File: src/core/spl_consts.svh
// Constants for the self-programming lock and fuse access block
`ifndef SPL_CONSTS_SVH
`define SPL_CONSTS_SVH

// ====================================================================
// Control register fields
`define SPL_PE_BIT        0
`define SPL_PAGE_ERASE_BIT_BIT     1
`define SPL_PAGE_WRITE_BIT_BIT     2
`define SPL_LOCK_BIT_SET_BIT    3
`define SPL_SECTION_READ_REENABLE_BIT    4
`define SPL_SBUSY_BIT     6
`define SPL_CTRL_RESET    8'h00
`define SPL_CMD_LOCK_SET  8'h09
`define SPL_CMD_REENABLE  8'h11

// ====================================================================
// Timing windows after a control write, in cycles
`define SPL_SPM_WINDOW    3'h4
`define SPL_LPM_WINDOW    3'h3

// ====================================================================
// Readback pointer values
`define SPL_PTR_FUSE_LOW  16'h0000
`define SPL_PTR_LOCK      16'h0001
`define SPL_PTR_FUSE_EXT  16'h0002
`define SPL_PTR_FUSE_HIGH 16'h0003
`define SPL_LOCK_RESET    6'h3F

// ====================================================================
// Flash write time, shortest legal, at the 50 MHz clock
`define SPL_WRITE_MIN_NS  3700000
`define SPL_WRITE_MAX_NS  4500000
`define SPL_CLK_NS        20
`define SPL_WRITE_CYCLES  ((`SPL_WRITE_MIN_NS + `SPL_CLK_NS - 1) / `SPL_CLK_NS)

// ====================================================================
// Controller register map on Wishbone
`define SPL_REG_CMD       8'h00
`define SPL_REG_PTR       8'h04
`define SPL_REG_DATA      8'h08
`define SPL_REG_STATUS    8'h0C
`define SPL_CMD_LPM_BIT   8
`define SPL_CMD_RET_BIT   9

`endif

File: src/core/spl_pkg.sv
// Types shared by both ends of the self-programming link
package spl_pkg;

    typedef enum logic [5:0] {
        SPL_IDLE    = 6'h01,
        SPL_WAIT_PE = 6'h02,
        SPL_WAIT_EE = 6'h04,
        SPL_WRITE   = 6'h08,
        SPL_ISSUE   = 6'h10,
        SPL_WAIT_RD = 6'h20
    } spl_host_state_t;

    typedef struct packed {
        logic pe;
        logic page_erase_bit;
        logic page_write_bit;
        logic lock_bit_set;
        logic section_read_reenable;
    } spl_ctrl_t;

endpackage : spl_pkg

File: src/core/spl_link_if.sv
// Link between the processor side and the flash self-programming logic
`timescale 1ns/1ps

interface spl_link_if;
    logic        ctrl_we;
    logic [7:0]  ctrl_wdata;
    logic [7:0]  ctrl_rdata;
    logic        spm;
    logic        lpm;
    logic [15:0] ptr;
    logic [7:0]  data_lo;
    logic [7:0]  lpm_data;
    logic        lpm_valid;
    logic        eeprom_write_busy;

    modport dev (input ctrl_we, ctrl_wdata, spm, lpm, ptr, data_lo,
                 output ctrl_rdata, lpm_data, lpm_valid, eeprom_write_busy);
    modport cpu (output ctrl_we, ctrl_wdata, spm, lpm, ptr, data_lo,
                 input ctrl_rdata, lpm_data, lpm_valid, eeprom_write_busy);
endinterface : spl_link_if

File: src/core/spl_device.sv
// Flash self-programming control: lock set, fuse and lock readback, write timing
`timescale 1ns/1ps
`include "spl_consts.svh"

module spl_device #(
    parameter int unsigned WRITE_CYCLES = `SPL_WRITE_CYCLES,
    parameter int unsigned TIMER_W      = 18
) (
    input  wire logic        clk_i,
    input  wire logic        rst_i,
    spl_link_if.dev          link,
    input  wire logic        eeprom_write_busy_i,
    input  wire logic [7:0]  fuse_low_i,
    input  wire logic [7:0]  fuse_high_i,
    input  wire logic [7:0]  fuse_ext_i,
    input  wire logic [5:0]  lock_init_i,
    input  wire logic [7:0]  flash_rdata_i,
    output logic      [15:0] flash_addr_o,
    output logic      [5:0]  lock_bits_o,
    output logic             flash_write_busy_o
);

    // ================================================================
    // State
    typedef struct packed {
        spl_pkg::spl_ctrl_t   ctrl;
        logic                 armed;
        logic [2:0]           win;
        logic                 writing;
        logic [TIMER_W-1:0]   timer;
        logic                 sbusy;
        logic [5:0]           lock;
        logic [7:0]           lpm_data;
        logic                 lpm_valid;
    } spl_dev_state_t;

    spl_dev_state_t s;
    spl_dev_state_t next_s;

    // ================================================================
    // Control value decode
    function automatic spl_pkg::spl_ctrl_t spl_decode(input logic [7:0] v);
        spl_pkg::spl_ctrl_t c;
        c.pe     = v[`SPL_PE_BIT];
        c.page_erase_bit  = v[`SPL_PAGE_ERASE_BIT_BIT];
        c.page_write_bit  = v[`SPL_PAGE_WRITE_BIT_BIT];
        c.lock_bit_set = v[`SPL_LOCK_BIT_SET_BIT];
        c.section_read_reenable = v[`SPL_SECTION_READ_REENABLE_BIT];
        return c;
    endfunction : spl_decode

    // ================================================================
    // Next state
    always_comb
    begin
        next_s           = s;
        next_s.lpm_valid = 1'b0;

        // Store and load windows run from the control write
        // The store window outlives the load window; a late load reads flash
        if (s.armed)
        begin
            if (s.win == `SPL_SPM_WINDOW - 3'h1)
            begin
                next_s.armed = 1'b0;
                next_s.ctrl  = spl_decode(`SPL_CTRL_RESET);
            end
            else
            begin
                next_s.win = s.win + 3'h1;
            end
        end

        // Write timer; enable stays up until the very end
        if (s.writing)
        begin
            if (s.timer == '0)
            begin
                next_s.writing = 1'b0;
                next_s.ctrl    = spl_decode(`SPL_CTRL_RESET);
            end
            else
            begin
                next_s.timer = s.timer - TIMER_W'(1);
            end
        end

        // A control write is dropped while EEPROM or flash is busy
        if (link.ctrl_we && !eeprom_write_busy_i && !s.writing)
        begin
            // Writing the enable bit opens a fresh window, even over an armed one
            next_s.ctrl  = spl_decode(link.ctrl_wdata);
            next_s.armed = link.ctrl_wdata[`SPL_PE_BIT];
            next_s.win   = 3'h0;
        end
        else if (link.spm && s.armed && !eeprom_write_busy_i)
        begin
            next_s.armed = 1'b0;
            if (s.ctrl.lock_bit_set || s.ctrl.page_erase_bit || s.ctrl.page_write_bit)
            begin
                next_s.writing = 1'b1;
                next_s.timer   = TIMER_W'(WRITE_CYCLES - 1);
                // Command bits drop now; only the enable bit marks the write
                next_s.ctrl    = spl_decode(`SPL_CTRL_RESET);
                next_s.ctrl.pe = 1'b1;
                // Lock set uses only the data byte, never the pointer
                if (s.ctrl.lock_bit_set)
                    next_s.lock = s.lock & link.data_lo[5:0];
                else
                    next_s.sbusy = 1'b1;
            end
            else
            begin
                // Re-enable or page load both free the busy section
                next_s.sbusy = 1'b0;
                next_s.ctrl  = spl_decode(`SPL_CTRL_RESET);
            end
        end

        // Loads always answer one cycle later
        // Readback needs the window still inside its first three cycles
        if (link.lpm)
        begin
            next_s.lpm_valid = 1'b1;
            next_s.lpm_data  = flash_rdata_i;
            if (s.armed && s.ctrl.lock_bit_set && s.win < `SPL_LPM_WINDOW
                && !eeprom_write_busy_i)
            begin
                next_s.armed = 1'b0;
                next_s.ctrl  = spl_decode(`SPL_CTRL_RESET);
                // Fuses arrive in programmed-is-zero polarity already
                unique case (link.ptr)
                    `SPL_PTR_FUSE_LOW:  next_s.lpm_data = fuse_low_i;
                    `SPL_PTR_LOCK:      next_s.lpm_data = {2'b11, s.lock};
                    `SPL_PTR_FUSE_EXT:  next_s.lpm_data = fuse_ext_i;
                    `SPL_PTR_FUSE_HIGH: next_s.lpm_data = fuse_high_i;
                    default:            next_s.lpm_data = flash_rdata_i;
                endcase
            end
        end

        // Reset clears control, but a write in flight runs to its end
        if (rst_i)
        begin
            next_s.armed     = 1'b0;
            next_s.win       = 3'h0;
            next_s.sbusy     = 1'b0;
            next_s.lpm_data  = 8'h00;
            next_s.lpm_valid = 1'b0;
            if (s.writing)
            begin
                next_s.ctrl    = spl_decode(`SPL_CTRL_RESET);
                next_s.ctrl.pe = 1'b1;
            end
            else
            begin
                // Power-up lands here too, while the busy flag is still unknown
                next_s.ctrl    = spl_decode(`SPL_CTRL_RESET);
                next_s.writing = 1'b0;
                next_s.timer   = '0;
                next_s.lock    = lock_init_i;
            end
        end
    end

    always_ff @(posedge clk_i)
    begin
        s <= next_s;
    end

    // ================================================================
    // Outputs; the processor is never stalled here, reads keep flowing
    // Section busy sits at bit 6; bits 7 and 5 always read as zero
    assign link.ctrl_rdata = {1'b0, s.sbusy, 1'b0, s.ctrl.section_read_reenable, s.ctrl.lock_bit_set,
                              s.ctrl.page_write_bit, s.ctrl.page_erase_bit, s.ctrl.pe};
    assign link.lpm_data          = s.lpm_data;
    assign link.lpm_valid         = s.lpm_valid;
    assign link.eeprom_write_busy = eeprom_write_busy_i;
    assign flash_addr_o           = link.ptr;
    assign lock_bits_o            = s.lock;
    assign flash_write_busy_o     = s.writing;

endmodule : spl_device

File: src/flat_wrapper.sv
// flat-port wrapper written by rule: the top's interface ports become plain ports
module spl_device_flat 
#(
    parameter int unsigned WRITE_CYCLES = `SPL_WRITE_CYCLES,
    parameter int unsigned TIMER_W      = 18
)
  (clk_i, rst_i, eeprom_write_busy_i, fuse_low_i, fuse_high_i, fuse_ext_i, lock_init_i, flash_rdata_i, flash_addr_o, lock_bits_o, flash_write_busy_o, link_ctrl_we, link_ctrl_wdata, link_spm, link_lpm, link_ptr, link_data_lo, link_ctrl_rdata, link_lpm_data, link_lpm_valid, link_eeprom_write_busy);
  spl_link_if link_i ();
  input  wire logic clk_i;
  input  wire logic rst_i;
  input  wire logic eeprom_write_busy_i;
  input  wire logic [7:0] fuse_low_i;
  input  wire logic [7:0] fuse_high_i;
  input  wire logic [7:0] fuse_ext_i;
  input  wire logic [5:0] lock_init_i;
  input  wire logic [7:0] flash_rdata_i;
  output logic      [15:0] flash_addr_o;
  output logic      [5:0] lock_bits_o;
  output logic flash_write_busy_o;
  input wire logic [$bits(link_i.ctrl_we)-1:0] link_ctrl_we;
  input wire logic [$bits(link_i.ctrl_wdata)-1:0] link_ctrl_wdata;
  input wire logic [$bits(link_i.spm)-1:0] link_spm;
  input wire logic [$bits(link_i.lpm)-1:0] link_lpm;
  input wire logic [$bits(link_i.ptr)-1:0] link_ptr;
  input wire logic [$bits(link_i.data_lo)-1:0] link_data_lo;
  output wire logic [$bits(link_i.ctrl_rdata)-1:0] link_ctrl_rdata;
  output wire logic [$bits(link_i.lpm_data)-1:0] link_lpm_data;
  output wire logic [$bits(link_i.lpm_valid)-1:0] link_lpm_valid;
  output wire logic [$bits(link_i.eeprom_write_busy)-1:0] link_eeprom_write_busy;
  assign link_i.ctrl_we = link_ctrl_we;
  assign link_i.ctrl_wdata = link_ctrl_wdata;
  assign link_i.spm = link_spm;
  assign link_i.lpm = link_lpm;
  assign link_i.ptr = link_ptr;
  assign link_i.data_lo = link_data_lo;
  assign link_ctrl_rdata = link_i.ctrl_rdata;
  assign link_lpm_data = link_i.lpm_data;
  assign link_lpm_valid = link_i.lpm_valid;
  assign link_eeprom_write_busy = link_i.eeprom_write_busy;
  spl_device #(.WRITE_CYCLES(WRITE_CYCLES), .TIMER_W(TIMER_W)) u_core (.clk_i(clk_i), .rst_i(rst_i), .link(link_i), .eeprom_write_busy_i(eeprom_write_busy_i), .fuse_low_i(fuse_low_i), .fuse_high_i(fuse_high_i), .fuse_ext_i(fuse_ext_i), .lock_init_i(lock_init_i), .flash_rdata_i(flash_rdata_i), .flash_addr_o(flash_addr_o), .lock_bits_o(lock_bits_o), .flash_write_busy_o(flash_write_busy_o));
endmodule
File: config.mk
export PLATFORM = sky130hd
export DESIGN_NAME = spl_device_flat
export DESIGN_NICKNAME = d
export VERILOG_FILES = /design/src/core/spl_pkg.sv /design/src/core/spl_link_if.sv /design/src/core/spl_device.sv /design/src/flat_wrapper.sv
export VERILOG_INCLUDE_DIRS = /design/src /design/src/core
export SDC_FILE = /design/constraint.sdc
export NUM_CORES = 1
export LEC_CHECK = 0
export ABC_AREA = 1
export BUFFER_PORTS_ARGS = -buffer_cell sky130_fd_sc_hd__buf_2
export CORE_MARGIN = 2
export CORE_UTILIZATION = 53
export DETAILED_ROUTE_END_ITERATION = 8
export PLACE_DENSITY = 0.95
export SYNTH_ARGS = -nofsm -noshare
export SYNTH_HDL_FRONTEND = slang
export SYNTH_SLANG_ARGS = --single-unit
File: constraint.sdc
create_clock -name clk_i -period 2.7 [get_ports clk_i]
set_input_delay 0.54 -clock clk_i [delete_from_list [all_inputs] [get_ports clk_i]]
set_output_delay 0.54 -clock clk_i [all_outputs]
set_load 0.005 [all_outputs]
==> flow_summary.ini <==
[clocking]
clockRootBuffer = clkbuf_8
tritoncts = done
cts_setup_buffers = 0
cts.sinks = 44
cts_resized = 0
htreeDepth = 2
path_clk_slew_ns = 0.09
insertion_delay_ns = 0.30
clockBufferDepth = 2
numCtsBuffers = 5
ctsHoldBuffers = 0

[power]
pwr_density_cell_mw_per_mm2 = 420
p_leak_nw = 1.73
peakVddDrop_mv = 0.226

[timing]
worst_slew_pin_slew_ns = 0.709
slew_violations = 0
slew_headroom_pct = 52.2
finalSetupViolations = 0
rsz0062_at_grt = no
final_hold_viol_count = 0
tns_ns = 0
clock.fmax_ghz = 0.527
period_minus_slack_ns = 1.90
finalClockSkew_ns = 0.00700
holdWs_ns = 0.436
fin_crit_sh_pct = 70.3

[cells_and_area]
fin_util_pct = 62.1
antennaDiodeCount = 0
finalNonFillerCells = 598
area_delta_synth_final_pct = 15.0
fin_nets = 605
drive_above_1_share_pct = 26.4
fillers = 494

[yosys]
ys_seq_area_share_pct = 30.2
syn_inst = 451
ys_async_sr_fraction_pct = 0
synth.top_cell.area_share_pct = 30.2
synth_area_leaders = dfxtp_1 30%, nand2_1 13%, buf_4 11%, nor2_1 8.4%, inv_1 7.1%
ys_ff_latch = 44
avgSynthCellArea_um2 = 6.47
dominantRegCellSynth = dfxtp_1
yosysWarnings = 0
synth_cell_type_count = 34
synth_edf_count = 0
synth_area_leader_cell = dfxtp_1
synth_area_mm2 = 0.00292

[placement]
placed_cells = 590
portBuffers = 109
place_congestion = 0.907
place_hpwl_mm = 5.99

[worst_setup_path]
end_kind = flip-flop
critPathArrivalTime_ns = 2.14
r2r_setup_slack_ns = 0.85
worstRegToRegCells = 10
timing.rr.end = u_core.s[28]
r2r_start = u_core.s[16]
cp.required_ns = 2.94
path_max_fanout = 11
startpoint = link_ptr[7]
worst_setup_path_start_kind = primary input
critPathKind = primary input to flip-flop

[min_path]
hold_end = u_core.lock_bits_o[1]
min_from = lock_init_i[1]
hp-class = primary input to flip-flop
holdPathStages = 3

[routing]
ant_nets = 0
drc = 0
drt-initial-drc-count = 238
wl_per_cell_um = 12.9
drt_pass1_iterations = 5
viasPerCell = 5.28
vias = 3155
drt_wl_total_mm = 7.74

[status]
outcome = finished clean

[grt]
antenna_found_initial = 0
grt_overflow = 0
track_usage_pct = 25.2
grt_pass1_vias = 2997
grt_pass1_wl_mm = 12.5
grt_max_degree = 19

[floorplanning]
ios = 117
die_width_um = 78.2
design.core.area_mm2 = 0.00541
rows = 27
dieArea_mm2 = 0.00611
die_h_um = 78.2
initial_core_util_pct = 54.0

[job]
drv_cap = 0
==> routing by layer <==
metal | vias to the layer above | GRT usage, % | part of all wire (%) | routed length, µm
met5 | - | 0 | 0 | 0
met4 | 0 | 10.5 | 1.9 | 145
met3 | 25 | 5.06 | 7.2 | 557
met2 | 158 | 47.4 | 52 | 4030
met1 | 1423 | 27.2 | 39 | 3010
li1 | 1549 | - | - | -
==> layout make-up <==
| class | instances | area [µm²] | share of cell area, % |
|---|---|---|---|
| well taps | 72 | 90.1 | 2.69 |
| flip-flops and latches | 44 | 881 | 26.3 |
| clock buffers | 5 | 68.8 | 2.05 |
| repair buffers | 113 | 576 | 17.2 |
| clock inverters | 3 | 46.3 | 1.38 |
| inverters | 59 | 224 | 6.68 |
| multi-input cells | 302 | 1470 | 43.8 |
==> Yosys cell counts, types with 2 or more instances <==
cell type and instances:
nand3_1 31, nor3_1 12, nand2_2 3, nor2_1 65, o21ai_0 6, nand2_1 99
buf_4 41, nand3_2 4, o21ai_1 2, inv_2 2, ha_1 4, nor2_2 4
inv_1 55, buf_6 2, nor2_4 3, a21oi_1 26, xnor2_1 2, nand4_1 18
dfxtp_1 44, xor2_1 5, a31oi_1 3, o31ai_1 6, clkbuf_1 3
==> state kept, by name, summed over array words and instances (netlist names) <==
| signal | flops |
|---|---|
| u_core.lock_bits_o | 6 |
| u_core.link.ctrl_rdata | 6 |
| u_core.link.lpm_data | 8 |
| u_core.flash_write_busy_o | 1 |
| u_core.s | 22 |
| u_core.link.lpm_valid | 1 |
==> power by group <==
group | leakage, nW | switching (W) | internal (W)
registers | 0.359 | 0.0000143 | 0.000671
logic | 1.31 | 0.000109 | 0.0000889
clock network | 0.0548 | 0.000246 | 0.000279
==> how the worst max path moves through the flow <==
stage / to / slack (ns) / depth (start not counted)
6_report: u_core.link.lpm_data[3] / 0.80 / 9
5_1_grt: u_core.link.lpm_data[3] / 0.58 / 9
4_1_cts: u_core.link.lpm_data[3] / 0.82 / 9
3_5_place_dp: u_core.link.lpm_data[3] / 0.50 / 9
3_3_place_gp: u_core.link.lpm_data[0] / 0.59 / 9
2_1_floorplan: u_core.link.lpm_data[0] / 1.15 / 9
==> layout by cell type (no fill, tap or decap), types with 4 or more instances in the layout <==
cell / n
ha_1: 4
nand3_2: 4
a21oi_1: 26
o31ai_1: 6
nor2_1: 65
dfxtp_1: 44
clkbuf_8: 5
nand4_1: 18
xor2_1: 5
nor3_1: 12
nand2_1: 99
nand3_1: 31
buf_2: 109
nor2_2: 4
buf_4: 4
inv_1: 55
o21ai_0: 6
==> per-stage QoR <==
step | worst slack, ns | cell area (µm²) | total power, W
2_1_floorplan | 1.15 | 2920 | 0.000828
3_3_place_gp | 0.588 | 3240 | 0.000887
3_5_place_dp | 0.498 | 3240 | 0.000895
4_1_cts | 0.816 | 3350 | 0.00141
5_1_grt | 0.583 | 3350 | 0.00146
6_report | 0.801 | 3350 | 0.00141
==> critical path: stages <==
cell	delay [ns]
buf_2	0.10
nor2_1	0.08
and2_1	0.38
nand3_1	0.16
nor2_1	0.45
nand2_1	0.10
nand3_1	0.13
nand2_1	0.06
a21oi_1	0.13
==> kinds of logic after synthesis <==
kind of cell	synth area share, %
flip-flops	30.2
buffers and inverters	19.6
AND/OR/NAND/NOR	37.5
XOR/XNOR	2.10
adder cells (fa/ha/maj)	1.72
other	0.129
AO/OA/AOI/OAI	8.84
(Power assumes the default switching activity.)
